## src/rph_fifo.sv

```systemverilog
`timescale 1ns/1ps
package rph_pkg;
   localparam int FIFO_DEPTH = 64;
   localparam logic [7:0] CMD_TX_WRITE = 8'h66;
   localparam logic [7:0] CMD_RX_READ = 8'h77;
   localparam int FRST_TX_BIT = 0;
   localparam int FRST_RX_BIT = 1;
   localparam logic [7:0] PREAMBLE_BYTE = 8'haa;
   localparam logic [15:0] CRC_POLY = 16'h1021;
   localparam logic [15:0] CRC_SEED = 16'hffff;
   localparam logic [8:0] PN9_SEED = 9'h1ff;
   localparam int PN9_TAP = 5;
   localparam logic [2:0] LAST_BIT = 3'h7;
   localparam int BIT_DIV_DEFAULT = 50;

   typedef struct packed {
      logic preamble;
      logic sync;
      logic header;
      logic length;
      logic crc;
   } rph_fields_s;

   typedef struct packed {
      logic whiten;
      logic manchester;
   } rph_coding_s;

   typedef struct packed {
      logic ovf_rx;
      logic ovf_tx;
      logic crc_err;
      logic packet_good_flag;
      logic sync_ok;
      logic pre_valid;
      logic event_a;
      logic rx_afull;
      logic tx_aempty;
   } rph_events_s;

   typedef enum logic [7:0] {
      PS_IDLE = 8'h01,
      PS_PRE = 8'h02,
      PS_SYNC = 8'h04,
      PS_HDR = 8'h08,
      PS_LEN = 8'h10,
      PS_DATA = 8'h20,
      PS_CRC = 8'h40,
      PS_DONE = 8'h80
   } rph_state_e;

   // field order is fixed; skips every disabled field after s
   function automatic rph_state_e rph_fld_after(rph_state_e s, rph_fields_s f);
      if (s == PS_IDLE && f.preamble) return PS_PRE;
      if (s inside {PS_IDLE, PS_PRE} && f.sync) return PS_SYNC;
      if (s inside {PS_IDLE, PS_PRE, PS_SYNC} && f.header) return PS_HDR;
      if (s inside {PS_IDLE, PS_PRE, PS_SYNC, PS_HDR} && f.length) return PS_LEN;
      if (s inside {PS_IDLE, PS_PRE, PS_SYNC, PS_HDR, PS_LEN}) return PS_DATA;
      if (s == PS_DATA && f.crc) return PS_CRC;
      return PS_DONE;
   endfunction

   function automatic logic [15:0] rph_crc_step(logic [15:0] c, logic b);
      return {c[14:0], 1'b0} ^ ((c[15] ^ b) ? CRC_POLY : 16'h0000);
   endfunction

   function automatic logic [8:0] rph_pn_step(logic [8:0] p);
      return {p[0] ^ p[PN9_TAP], p[8:1]};
   endfunction
endpackage

module rph_fifo #(
   parameter int WIDTH = 8,
   parameter int DEPTH = rph_pkg::FIFO_DEPTH,
   localparam int AW = $clog2(DEPTH),
   localparam int CW = $clog2(DEPTH + 1)
) (
   input wire logic clk,
   input wire logic rst,
   input wire logic clear,
   input wire logic wr_en,
   input wire logic [WIDTH-1:0] wr_data,
   input wire logic rd_en,
   output logic [WIDTH-1:0] head,
   output logic full,
   output logic empty,
   output logic [CW-1:0] count
);
   // depth must be a power of two so the pointers wrap by themselves
   logic [WIDTH-1:0] mem [DEPTH];
   logic [AW-1:0] wp_r, wp_nxt, rp_r, rp_nxt;
   logic [CW-1:0] cnt_r, cnt_nxt;
   logic do_wr, do_rd;

   assign full = (cnt_r == CW'(DEPTH));
   assign empty = (cnt_r == '0);
   assign count = cnt_r;
   assign head = mem[rp_r];
   assign do_wr = wr_en & ~full;
   assign do_rd = rd_en & ~empty;

   always_comb begin
      wp_nxt = wp_r;
      rp_nxt = rp_r;
      cnt_nxt = cnt_r;
      if (clear) begin
         wp_nxt = '0;
         rp_nxt = '0;
         cnt_nxt = '0;
      end else begin
         if (do_wr) wp_nxt = AW'(wp_r + 1'b1);
         if (do_rd) rp_nxt = AW'(rp_r + 1'b1);
         if (do_wr & ~do_rd) cnt_nxt = CW'(cnt_r + 1'b1);
         if (do_rd & ~do_wr) cnt_nxt = CW'(cnt_r - 1'b1);
      end
   end

   always_ff @(posedge clk) begin
      if (rst) begin
         wp_r <= '0;
         rp_r <= '0;
         cnt_r <= '0;
      end else begin
         wp_r <= wp_nxt;
         rp_r <= rp_nxt;
         cnt_r <= cnt_nxt;
      end
      if (do_wr && !clear) mem[wp_r] <= wr_data;
   end
endmodule

```

## src/rph_top.sv

```systemverilog
`timescale 1ns/1ps
module rph_top #(
   parameter int FIFO_DEPTH = rph_pkg::FIFO_DEPTH,
   parameter int BIT_DIV = rph_pkg::BIT_DIV_DEFAULT,
   localparam int CW = $clog2(FIFO_DEPTH + 1)
) (
   input wire logic REF_CLK,
   input wire logic RST,
   input wire logic HOST_WR,
   input wire logic HOST_RD,
   input wire logic [7:0] HOST_ADDR,
   input wire logic [7:0] HOST_WDATA,
   output logic [7:0] HOST_RDATA,
   input wire logic [1:0] FIFO_RESET,
   input wire logic [CW-1:0] TX_AE_LEVEL,
   input wire logic [CW-1:0] RX_AF_LEVEL,
   output logic [CW-1:0] TX_COUNT,
   output logic [CW-1:0] RX_COUNT,
   output logic TX_ALMOST_EMPTY,
   output logic RX_ALMOST_FULL,
   input wire logic TX_PH_EN,
   input wire logic RX_PH_EN,
   input wire rph_pkg::rph_fields_s TX_FIELDS,
   input wire rph_pkg::rph_fields_s RX_FIELDS,
   input wire rph_pkg::rph_coding_s TX_CODING,
   input wire rph_pkg::rph_coding_s RX_CODING,
   input wire logic [15:0] SYNC_WORD,
   input wire logic [7:0] HEADER_PATTERN,
   input wire logic [7:0] PRE_THRESH,
   input wire logic [7:0] PRE_BYTES,
   input wire logic [7:0] PKT_LEN,
   input wire logic TX_START,
   output logic TX_BUSY,
   output logic TX_DATA_OUT,
   input wire logic RX_ENABLE,
   input wire logic RX_DATA_IN,
   output rph_pkg::rph_events_s STATUS,
   input wire rph_pkg::rph_events_s INT_MASK,
   input wire rph_pkg::rph_events_s INT_CLEAR,
   output logic INTERRUPT_REQUEST_N
);
   import rph_pkg::*;
   localparam int DW = $clog2(BIT_DIV + 1);

   // bit-rate enable
   logic [DW-1:0] div_r, div_nxt;
   logic bit_en;
   assign bit_en = (div_r == DW'(BIT_DIV - 1));
   always_comb div_nxt = bit_en ? '0 : DW'(div_r + 1'b1);

   // host side and FIFOs
   logic tx_wr, tx_pop, tx_full, tx_empty, rx_push, rx_rd, rx_full, rx_empty;
   logic [7:0] tx_head, rx_head, rx_byte, rdata_r, rdata_nxt;
   logic [CW-1:0] tx_cnt, rx_cnt;
   assign tx_wr = HOST_WR && HOST_ADDR == CMD_TX_WRITE;
   assign rx_rd = HOST_RD && HOST_ADDR == CMD_RX_READ;
   always_comb rdata_nxt = (rx_rd && !rx_empty) ? rx_head : rdata_r;

   rph_fifo #(.WIDTH(8), .DEPTH(FIFO_DEPTH)) u_txf (
      .clk(REF_CLK), .rst(RST), .clear(FIFO_RESET[FRST_TX_BIT]),
      .wr_en(tx_wr), .wr_data(HOST_WDATA), .rd_en(tx_pop),
      .head(tx_head), .full(tx_full), .empty(tx_empty), .count(tx_cnt));
   rph_fifo #(.WIDTH(8), .DEPTH(FIFO_DEPTH)) u_rxf (
      .clk(REF_CLK), .rst(RST), .clear(FIFO_RESET[FRST_RX_BIT]),
      .wr_en(rx_push), .wr_data(rx_byte), .rd_en(rx_rd),
      .head(rx_head), .full(rx_full), .empty(rx_empty), .count(rx_cnt));

   assign TX_COUNT = tx_cnt;
   assign RX_COUNT = rx_cnt;
   assign TX_ALMOST_EMPTY = (tx_cnt <= TX_AE_LEVEL);
   assign RX_ALMOST_FULL = (rx_cnt >= RX_AF_LEVEL);
   assign HOST_RDATA = rdata_r;

   // transmit packet builder
   rph_fields_s tf;
   rph_coding_s tc;
   rph_state_e tst_r, tst_nxt, ldst;
   logic [7:0] tsh_r, tsh_nxt, tidx_r, tidx_nxt, tlen_r, tlen_nxt, ldidx, ldbyte;
   logic [2:0] tbc_r, tbc_nxt;
   logic [15:0] tcrc_r, tcrc_nxt;
   logic [8:0] tpn_r, tpn_nxt;
   logic tph_r, tph_nxt, twh_r, twh_nxt, tout_r, tout_nxt, tbusy_r, tbusy_nxt;
   logic tx_wbit, tx_chip, tx_adv, load, more, ev_sent;

   // packet handler off means raw payload with no coding
   assign tf = TX_PH_EN ? TX_FIELDS : '0;
   assign tc = TX_PH_EN ? TX_CODING : '0;
   assign tx_wbit = tsh_r[7] ^ (twh_r & tc.whiten & tpn_r[0]);
   assign tx_chip = (tc.manchester && tph_r) ? ~tx_wbit : tx_wbit;
   assign tx_adv = bit_en & (~tc.manchester | tph_r);

   always_comb begin
      tst_nxt = tst_r;
      tsh_nxt = tsh_r;
      tidx_nxt = tidx_r;
      tlen_nxt = tlen_r;
      tbc_nxt = tbc_r;
      tcrc_nxt = tcrc_r;
      tpn_nxt = tpn_r;
      tph_nxt = tph_r;
      twh_nxt = twh_r;
      tout_nxt = tout_r;
      tbusy_nxt = tbusy_r;
      ev_sent = 1'b0;
      tx_pop = 1'b0;
      load = 1'b0;
      more = 1'b0;
      ldst = PS_IDLE;
      ldidx = '0;
      if (tst_r == PS_IDLE) begin
         tph_nxt = 1'b0;
         if (TX_START) begin
            load = 1'b1;
            ldst = rph_fld_after(PS_IDLE, tf);
            tlen_nxt = 8'(tx_cnt);
            tcrc_nxt = CRC_SEED;
            tpn_nxt = PN9_SEED;
            tbc_nxt = '0;
            tbusy_nxt = 1'b1;
         end
      end else if (tst_r == PS_DONE) begin
         ev_sent = 1'b1;
         tst_nxt = PS_IDLE;
         tbusy_nxt = 1'b0;
      end else if (bit_en) begin
         tout_nxt = tx_chip;
         tph_nxt = tc.manchester & ~tph_r;
         if (tx_adv) begin
            tsh_nxt = {tsh_r[6:0], 1'b0};
            tbc_nxt = 3'(tbc_r + 1'b1);
            if (twh_r && tc.whiten) tpn_nxt = rph_pn_step(tpn_r);
            if (tst_r inside {PS_HDR, PS_LEN, PS_DATA})
               tcrc_nxt = rph_crc_step(tcrc_r, tsh_r[7]);
            if (tbc_r == LAST_BIT) begin
               load = 1'b1;
               unique case (tst_r)
                  PS_PRE: more = (8'(tidx_r + 1'b1) < PRE_BYTES);
                  PS_SYNC, PS_CRC: more = (tidx_r == '0);
                  PS_DATA: more = ~tx_empty;
                  default: more = 1'b0;
               endcase
               ldst = more ? tst_r : rph_fld_after(tst_r, tf);
               ldidx = more ? 8'(tidx_r + 1'b1) : '0;
            end
         end
      end
      if (ldst == PS_DATA && tx_empty) ldst = rph_fld_after(PS_DATA, tf);
      unique case (ldst)
         PS_PRE: ldbyte = PREAMBLE_BYTE;
         PS_SYNC: ldbyte = (ldidx == '0) ? SYNC_WORD[15:8] : SYNC_WORD[7:0];
         PS_HDR: ldbyte = HEADER_PATTERN;
         PS_LEN: ldbyte = tlen_nxt;
         PS_DATA: ldbyte = tx_head;
         PS_CRC: ldbyte = (ldidx == '0) ? tcrc_nxt[15:8] : tcrc_r[7:0];
         default: ldbyte = '0;
      endcase
      if (load) begin
         tst_nxt = ldst;
         tidx_nxt = ldidx;
         tsh_nxt = ldbyte;
         tx_pop = (ldst == PS_DATA);
         // preamble and sync stay unwhitened so the receiver can lock
         twh_nxt = ldst inside {PS_HDR, PS_LEN, PS_DATA, PS_CRC};
      end
   end

   // receive packet checker
   rph_fields_s rf;
   rph_coding_s rc;
   rph_state_e rst_r, rst_nxt, gost;
   logic s1_r, s2_r, rchip_r, rchip_nxt, rph_r, rph_nxt, rprev_r, rprev_nxt;
   logic rxv, rxb, db, go, ev_pre, ev_sync, ev_good, ev_crc;
   logic [7:0] pcnt_r, pcnt_nxt, rsh_r, rsh_nxt, rlen_r, rlen_nxt, rcnt_r, rcnt_nxt;
   logic [7:0] rhi_r, rhi_nxt, rb;
   logic [15:0] rsy_r, rsy_nxt, rcrc_r, rcrc_nxt;
   logic [8:0] rpn_r, rpn_nxt;
   logic [2:0] rbc_r, rbc_nxt;

   assign rf = RX_PH_EN ? RX_FIELDS : '0;
   assign rc = RX_PH_EN ? RX_CODING : '0;
   // manchester: first chip of each pair carries the bit
   assign rxv = bit_en & (~rc.manchester | rph_r);
   assign rxb = rc.manchester ? rchip_r : s2_r;
   assign db = rxb ^ (rc.whiten & rpn_r[0]);
   assign rb = {rsh_r[6:0], db};
   assign rx_byte = rb;

   always_comb begin
      rst_nxt = rst_r;
      rchip_nxt = rchip_r;
      rph_nxt = rph_r;
      rprev_nxt = rprev_r;
      pcnt_nxt = pcnt_r;
      rsh_nxt = rsh_r;
      rlen_nxt = rlen_r;
      rcnt_nxt = rcnt_r;
      rhi_nxt = rhi_r;
      rsy_nxt = rsy_r;
      rcrc_nxt = rcrc_r;
      rpn_nxt = rpn_r;
      rbc_nxt = rbc_r;
      go = 1'b0;
      gost = PS_IDLE;
      ev_pre = 1'b0;
      ev_sync = 1'b0;
      ev_good = 1'b0;
      ev_crc = 1'b0;
      rx_push = 1'b0;
      if (bit_en && rc.manchester) begin
         rph_nxt = ~rph_r;
         if (!rph_r) rchip_nxt = s2_r;
      end
      if (rst_r inside {PS_IDLE, PS_PRE, PS_SYNC}) begin
         rcrc_nxt = CRC_SEED;
         rpn_nxt = PN9_SEED;
         rbc_nxt = '0;
         rcnt_nxt = '0;
      end
      if (!RX_ENABLE) begin
         rst_nxt = PS_IDLE;
         rph_nxt = 1'b0;
      end else if (rst_r == PS_IDLE) begin
         go = 1'b1;
         gost = rph_fld_after(PS_IDLE, rf);
         rlen_nxt = PKT_LEN;
         pcnt_nxt = '0;
      end else if (rxv) begin
         unique case (rst_r)
            PS_PRE: begin
               rprev_nxt = rxb;
               pcnt_nxt = (rxb != rprev_r) ? 8'(pcnt_r + 1'b1) : '0;
               if (8'(pcnt_r + 1'b1) >= PRE_THRESH && rxb != rprev_r) begin
                  ev_pre = 1'b1;
                  go = 1'b1;
                  gost = rph_fld_after(PS_PRE, rf);
               end
            end
            PS_SYNC: begin
               rsy_nxt = {rsy_r[14:0], rxb};
               if ({rsy_r[14:0], rxb} == SYNC_WORD) begin
                  ev_sync = 1'b1;
                  go = 1'b1;
                  gost = rph_fld_after(PS_SYNC, rf);
               end
            end
            default: begin
               rsh_nxt = rb;
               rbc_nxt = 3'(rbc_r + 1'b1);
               if (rc.whiten) rpn_nxt = rph_pn_step(rpn_r);
               if (rst_r inside {PS_HDR, PS_LEN, PS_DATA})
                  rcrc_nxt = rph_crc_step(rcrc_r, db);
               if (rbc_r == LAST_BIT) begin
                  go = 1'b1;
                  gost = rph_fld_after(rst_r, rf);
                  unique case (rst_r)
                     PS_HDR: if (rb != HEADER_PATTERN) gost = PS_IDLE;
                     PS_LEN: rlen_nxt = rb;
                     PS_DATA: begin
                        rx_push = 1'b1;
                        rcnt_nxt = 8'(rcnt_r + 1'b1);
                        if (8'(rcnt_r + 1'b1) != rlen_r) gost = PS_DATA;
                     end
                     PS_CRC: begin
                        rhi_nxt = rb;
                        rcnt_nxt = 8'(rcnt_r + 1'b1);
                        if (rcnt_r == rlen_r) gost = PS_CRC;
                        else begin
                           gost = PS_IDLE;
                           ev_crc = ({rhi_r, rb} != rcrc_r);
                           ev_good = ({rhi_r, rb} == rcrc_r);
                        end
                     end
                     default: gost = PS_IDLE;
                  endcase
               end
            end
         endcase
      end
      if (go) begin
         if (gost == PS_DATA && rlen_nxt == '0) gost = rph_fld_after(PS_DATA, rf);
         if (gost == PS_DONE) begin
            ev_good = 1'b1;
            gost = PS_IDLE;
         end
         rst_nxt = gost;
      end
   end

   // events, sticky status and interrupt pin
   rph_events_s ev, st_r, st_nxt;
   logic tae_r, raf_r, irqn_r, irqn_nxt;
   always_comb begin
      ev = '0;
      ev.tx_aempty = TX_ALMOST_EMPTY & ~tae_r;
      ev.rx_afull = RX_ALMOST_FULL & ~raf_r;
      ev.event_a = ev_sent;
      ev.pre_valid = ev_pre;
      ev.sync_ok = ev_sync;
      ev.packet_good_flag = ev_good;
      ev.crc_err = ev_crc;
      ev.ovf_tx = tx_wr & tx_full;
      ev.ovf_rx = rx_push & rx_full;
      // a new event in the clearing cycle survives the clear
      st_nxt = (st_r & ~INT_CLEAR) | ev;
      irqn_nxt = ~|(st_nxt & INT_MASK);
   end
   assign STATUS = st_r;
   assign INTERRUPT_REQUEST_N = irqn_r;
   assign TX_BUSY = tbusy_r;
   assign TX_DATA_OUT = tout_r;

   always_ff @(posedge REF_CLK) begin
      s1_r <= RX_DATA_IN;
      s2_r <= s1_r;
      tsh_r <= tsh_nxt;
      tlen_r <= tlen_nxt;
      tcrc_r <= tcrc_nxt;
      tpn_r <= tpn_nxt;
      rsh_r <= rsh_nxt;
      rhi_r <= rhi_nxt;
      rsy_r <= rsy_nxt;
      rcrc_r <= rcrc_nxt;
      rpn_r <= rpn_nxt;
      rlen_r <= rlen_nxt;
      if (RST) begin
         div_r <= '0;
         rdata_r <= '0;
         tst_r <= PS_IDLE;
         tidx_r <= '0;
         tbc_r <= '0;
         tph_r <= 1'b0;
         twh_r <= 1'b0;
         tout_r <= 1'b0;
         tbusy_r <= 1'b0;
         rst_r <= PS_IDLE;
         rchip_r <= 1'b0;
         rph_r <= 1'b0;
         rprev_r <= 1'b0;
         pcnt_r <= '0;
         rcnt_r <= '0;
         rbc_r <= '0;
         st_r <= '0;
         tae_r <= 1'b1;
         raf_r <= 1'b1;
         irqn_r <= 1'b1;
      end else begin
         div_r <= div_nxt;
         rdata_r <= rdata_nxt;
         tst_r <= tst_nxt;
         tidx_r <= tidx_nxt;
         tbc_r <= tbc_nxt;
         tph_r <= tph_nxt;
         twh_r <= twh_nxt;
         tout_r <= tout_nxt;
         tbusy_r <= tbusy_nxt;
         rst_r <= rst_nxt;
         rchip_r <= rchip_nxt;
         rph_r <= rph_nxt;
         rprev_r <= rprev_nxt;
         pcnt_r <= pcnt_nxt;
         rcnt_r <= rcnt_nxt;
         rbc_r <= rbc_nxt;
         st_r <= st_nxt;
         tae_r <= TX_ALMOST_EMPTY;
         raf_r <= RX_ALMOST_FULL;
         irqn_r <= irqn_nxt;
      end
   end
endmodule

```

## config.mk

```make
export PLATFORM = sky130hd
export DESIGN_NAME = rph_top
export DESIGN_NICKNAME = d
export VERILOG_FILES = /design/src/rph_fifo.sv /design/src/rph_top.sv
export SDC_FILE = /design/constraint.sdc
export NUM_CORES = 2
export LEC_CHECK = 0
export BUFFER_PORTS_ARGS = -buffer_cell sky130_fd_sc_hd__clkbuf_2
export CORE_MARGIN = 8
export CORE_UTILIZATION = 60
export CTS_CLUSTER_DIAMETER = 120
export DETAILED_ROUTE_END_ITERATION = 7
export PLACE_DENSITY = 0.77
export SLEW_MARGIN = 25
export SYNTH_ARGS = -nofsm -noshare
export SYNTH_HDL_FRONTEND = slang
export SYNTH_SLANG_ARGS = --single-unit
```

## constraint.sdc

```tcl
create_clock -name REF_CLK -period 9 [get_ports REF_CLK]
set_input_delay 0.9 -clock REF_CLK [delete_from_list [all_inputs] [get_ports REF_CLK]]
set_output_delay 0.9 -clock REF_CLK [all_outputs]
set_load 0.05 [all_outputs]
```

# Word-level counts from Yosys, hierarchy flattened
# Memories as Yosys holds them, arrays and structs flattened. A register that Yosys moved wholly into a read port is not among the register bits.
# Cells that the tools add are included.
# classes
order_cmp	4
eq_ne	43
n_addsub	14
n_mux	453
n_bitwise	52
reduce_logical	75
# op_table
cell	n
$mux 8	143
$mux 1	258
$mux 16	12
$mux 9	12
$pmux 8 s6	1
$eq 8x6->1 const B	5
$eq 8x7->1 const B	5
$mux 7	5
$eq 16x16->1	2
$pmux 8 s4	1
$xor 16x13->16	2
$add 6x1->6 const B	5
$mux 3	10
$mux 13	2
$reduce_bool 2->1	13
$add 8x1->8 const B	3
$eq 8x2->1 const B	3
$eq 8x3->1 const B	3
$eq 8x4->1 const B	3
$eq 8x5->1 const B	3
$logic_not 8->1	3
$logic_and 1x1->1	21
$not 1->1	20
$reduce_and 4->1	5
41 further kinds	101
# word_totals
ram_bits	1024
mem_count	2
word_cells	689
input_bits	121
regBits	215
out_inout_bits	36
# memory_table
name	depth	width	rd	rd_ports_with_merged_regs	wr	line	text
u_rxf.mem	64	8	1	1	1	rph_fifo.sv:90	logic [WIDTH-1:0] mem [DEPTH];
u_txf.mem	64	8	1	1	1	rph_fifo.sv:90	

# Logic depth before layout (Yosys ltp)
# logic_depth
depth_word	75
mapped_depth	23
mapped_depth_nobuf	23

# Cells and area by module
# From an unflattened synthesis, not the netlist that was laid out.
# unflattened
cells_unflattened	3459
area_unflattened_um2	53692.7
# modules_own_cells
mod	cells_per_inst	instances	area_per_inst_um2	seq_area_each_um2
rph_fifo at u_txf	1110	1	21463.1	15875.2
rph_fifo at u_rxf	1124	1	21459.3	15875.2
rph_top	1225	1	10770.3	4254.1

# Worst setup path before layout
# No wires, ideal clock.
# synth_timing
path_type	input to register
startpoint	in PRE_BYTES[5]
endpoint	reg u_txf.cnt_r[6], in the netlist u_txf.count[6]
required_ns	8.929
setup_time_ns	0.071
path_buffers	0
slack_ns	4.273
path_stages	20
arrival_ns	4.656
cell_sequence	inv_1 > ha_1 > a21o_1 > a21o_1 > a2111oi_4 > a211oi_1 > a311oi_2 > nand3_2 > nand2_1 > inv_2 > ha_1 > ha_1 > nor2b_1 > o21ai_0 > nand2b_1 > a21o_1 > a21oi_1 > xnor2_1 > or3_1 > a21oi_1
# synth_via
elab_chain_len	22
elab_cells_between_ends	24
cone_classes	order compare: 1; eq/ne: 2; mux: 15; bitwise: 4; reduce/logical: 2
# synth_rtl
item	line	text
start, declared	rph_top.sv:30	input wire logic [7:0] PRE_BYTES,
$lt 8x8->1 *	rph_top.sv:137	PS_PRE: more = (8'(tidx_r + 1'b1) < PRE_BYTES);
$pmux 1 s3 *	rph_top.sv:136	unique case (tst_r)
$mux 1 *	rph_top.sv:134	if (tbc_r == LAST_BIT) begin
$mux 1 *	rph_top.sv:128	if (tx_adv) begin
$mux 1 *	rph_top.sv:125	end else if (bit_en) begin
$mux 1 *	rph_top.sv:121	end else if (tst_r == PS_DONE) begin
$mux 1 *	rph_top.sv:110	if (tst_r == PS_IDLE) begin
$mux 8 *	rph_top.sv:142	ldst = more ? tst_r : rph_fld_after(tst_r, tf);
[... 6 more ...]	n/a	
$logic_and 1x1->1	rph_top.sv:147	if (ldst == PS_DATA && tx_empty) ldst = rph_fld_after(PS_DATA, tf);
$mux 8 *	rph_top.sv:147	
$eq 8x6->1 *	rph_top.sv:161	tx_pop = (ldst == PS_DATA);
$mux 1 *	rph_top.sv:157	if (load) begin
$and 1x1->1 *	rph_fifo.sv:100	assign do_rd = rd_en & ~empty;
$not 1->1	rph_fifo.sv:113	if (do_wr & ~do_rd) cnt_nxt = CW'(cnt_r + 1'b1);
$and 1x1->1	rph_fifo.sv:113	
$reduce_bool 2->1 (no line)	n/a	
end signal, assigned	rph_fifo.sv:126	cnt_r <= cnt_nxt;
end, declared	rph_fifo.sv:92	logic [CW-1:0] cnt_r, cnt_nxt;
# Every way passes the cells marked *; elsewhere a longest branch is shown, timed or not. The select of a mux whose other input is x is not followed.
# A chain may end at the register's enable or synchronous reset.

# Final worst setup path
# layout_timing
startpoint	reg tidx_r[0]
endpoint	reg u_txf.cnt_r[6], in the netlist u_txf.count[6]
# layout_via
elab_chain_len	23
elab_cells_between_ends	26
cone_classes	add/sub: 1; order compare: 1; eq/ne: 2; mux: 15; bitwise: 4; reduce/logical: 3
# layout_rtl
item	line	text
start, declared	rph_top.sv:78	logic [7:0] tsh_r, tsh_nxt, tidx_r, tidx_nxt, tlen_r, tlen_nxt, ldidx, ldbyte;
start signal, assigned	rph_top.sv:350	tidx_r <= tidx_nxt;
$add 8x1->8	rph_top.sv:137	
$lt 8x8->1	rph_top.sv:137	
$pmux 1 s3 *	rph_top.sv:136	
$mux 1 *	rph_top.sv:134	
$mux 1 *	rph_top.sv:128	
$mux 1 *	rph_top.sv:125	
$mux 1 *	rph_top.sv:121	
$mux 1 *	rph_top.sv:110	
[... 7 more ...]	n/a	
$logic_and 1x1->1	rph_top.sv:147	
$mux 8 *	rph_top.sv:147	
$eq 8x6->1 *	rph_top.sv:161	
$mux 1 *	rph_top.sv:157	
$and 1x1->1 *	rph_fifo.sv:100	
$not 1->1	rph_fifo.sv:113	
$and 1x1->1	rph_fifo.sv:113	
$reduce_bool 2->1 (no line)	n/a	
# Marked as above.

==> results_dict.tcl <==
set metrics [dict create \
    wl_per_cell_um 28.1 \
    grt.overflow.total 0 \
    crit_type "flip-flop to flip-flop" \
    fin_util_pct 66.8 \
    stdcell_count 4477 \
    grt_pass1_wl_um 189000 \
    syn2layout_area_growth_pct 10.8 \
    power_density_mw_per_mm2 202 \
    slew_viol_final 0 \
    rows 108 \
    ys_seq_area_share_pct 69.0 \
    crit_arrival_ns 6.42 \
    grt_max_degree 113 \
    cts_tree "yes" \
    drive_above_1_share_pct 22.1 \
    start_util_pct 60.3 \
    drc 0 \
    hold_path_class "flip-flop to flip-flop" \
    syn_area_mm2 0.0520 \
    coreArea_mm2 0.0863 \
    fin_hold_ws_ns 0.311 \
    antenna_found_initial 4 \
    io_buffers 156 \
    fmax_mhz 173 \
    dp.cells 4259 \
    post_cts_resized 0 \
    synth.avg_cell_area_um2 16.9 \
    drt-total-wl_um 126000 \
    grt.total_usage_pct 26.0 \
    ant_nets 0 \
    viasPerCell 6.58 \
    cts_sinks 1253 \
    synth_flop_cell "edfxtp_1" \
    gp_congestion 0.942 \
    drt_iter0_markers 3330 \
    antenna_cells 0 \
    first_pass_iters 6 \
    final_common_cell "edfxtp_1" \
    synth.area.top_cells "edfxtp_1, mux4_2, dfxtp_1" \
    clockBufferDepth 3 \
    dp_hpwl_um 76000 \
    clkLatencyLatePin_ns 0.70 \
    yosys_warnings 0 \
    irDropWorstVdd_uv 183 \
    yosysTopAreaCellShare_pct 62.3 \
    path_clk_slew_ns 0.06 \
    die_w_um 310 \
    cts_made_buffers 118 \
    most-common-layout-cells "edfxtp_1, mux4_2, nor2_1, dfxtp_1, clkbuf_2" \
    status "completed" \
    hold_viol 0 \
    num_vias 29400 \
    skew_ns 0.0390 \
    startpoint_type "flip-flop" \
    fin_ws_ns 3.22 \
    detailedPlace.worstSlack_ns 3.45 \
    post_cts_buffers 0 \
    hold_buffers 0 \
    ys_seq_elements 1253 \
    yosysTopAreaCell "edfxtp_1" \
    cts_max_level 3 \
    synth-edff-count 1079 \
    die_y_um 310 \
    syn_inst 3070 \
    slew_headroom_pct 30.7 \
    grt_pass1_vias 29800 \
    dieArea_mm2 0.0964 \
    timing.max_cap.violations 0 \
    end_kind "flip-flop" \
    async_reset_ff_share_pct 0 \
    setup_viol 0 \
    ys_types 89 \
    rsz0062_at_grt "false" \
    layout.nets 3402 \
    fin_crit_sh_pct 64.2 \
    synth_nets 3248 \
    worst_slew_pin_slew_ns 1.04 \
    top_level_ports 157 \
    required_ns 9.63 \
    n_fill_cell 5493 \
    leakage_nw 18.4 \
    fin_setup_tns_ns 0 \
    fin_crit_ns 5.78 \
    crit_path_max_fanout 10 \
    root_buffer "clkbuf_16" \
]
==> registers in the layout (all words and copies together) (netlist names), 9 cells and up, named ones only <==
signal and cells:
tcrc_r 16, rpn_r 9, tpn_r 9, u_txf.mem 512
rsy_r 15, u_rxf.mem 512, rcrc_r 16, STATUS 9
==> metrics by stage <==
stage	power [W]	instance area (um2)
after global routing	0.0120	57700
after floorplan	0.00678	52000
after CTS	0.0117	57700
final	0.0116	57700
after detailed placement	0.00696	53900
after global placement	0.00695	53900
==> logic make-up after synthesis <==
group / synth area share (%)
AO/OA/AOI/OAI: 4.10
buffers and inverters: 1.71
multiplexers: 15.0
XOR/XNOR: 1.85
adder cells (fa/ha/maj): 1.40
flip-flops: 69.0
AND/OR/NAND/NOR: 6.98
==> report_power, final <==
part,leakage (nW),internal [W],switching (W)
clock network,1.83,0.00266,0.00215
registers,11.1,0.00632,0.0000389
logic,5.44,0.000180,0.000314
total,18.4,0.00915,0.00250
==> critical path, cell delays in order, from the launching register on <==
cell and delay (ns):
dfxtp_1 0.43, ha_1 0.31, nand3_1 0.15, nor2_1 0.16, xor2_1 0.22, ha_1 0.29, a21o_1 0.21, a2111oi_4 0.39
a211oi_1 0.14, a311oi_2 0.70, nand3_2 0.22, nand2_1 0.25, inv_2 0.15, ha_1 0.30, ha_1 0.35, nor2b_1 0.16
o21ai_0 0.16, nand2b_1 0.11, a21o_1 0.20, a21oi_1 0.24, xnor2_1 0.11, or3_1 0.31, a21oi_1 0.14
==> cell usage after synthesis (45+ instances only) <==
cell	count
edfxtp_1	1079
mux4_2	336
nor2_1	298
dfxtp_1	174
nand2_1	137
a21oi_1	100
clkbuf_1	85
inv_1	70
nand3_1	56
ha_1	55
xnor2_1	55
xor2_1	55
o21ai_0	52
nor3_1	45
==> layer usage <==
metal	share of wire, %	vias up	global-route usage [%]
li1	-	12500	-
met5	0.021	-	0
met1	38	15000	35.3
met3	9.2	298	5.31
met2	49	1661	42.8
met4	3.3	4	8.43
==> final timing paths <==
path | to | from | cells after the start | slack (ns)
setup / recovery | u_txf.count[6] | tidx_r[0] | 22 | 3.22
hold / removal | s2_r | s1_r | 0 | 0.31
setup reg to reg | u_txf.count[6] | tidx_r[0] | 22 | 3.22
hold reg to reg | s2_r | s1_r | 0 | 0.31
==> cell type report <==
cell class | instances | area (um2) | share of cell area, %
Clock buffer | 150 | 3150 | 5.47
Multi-Input combinational cell | 1591 | 15300 | 26.5
Sequential cell | 1253 | 35900 | 62.3
Tap cell | 1155 | 1450 | 2.51
Inverter | 71 | 267 | 0.462
Clock inverter | 68 | 564 | 0.979
Timing Repair Buffer | 189 | 1060 | 1.84
Power figures use the tool's default switching activity.
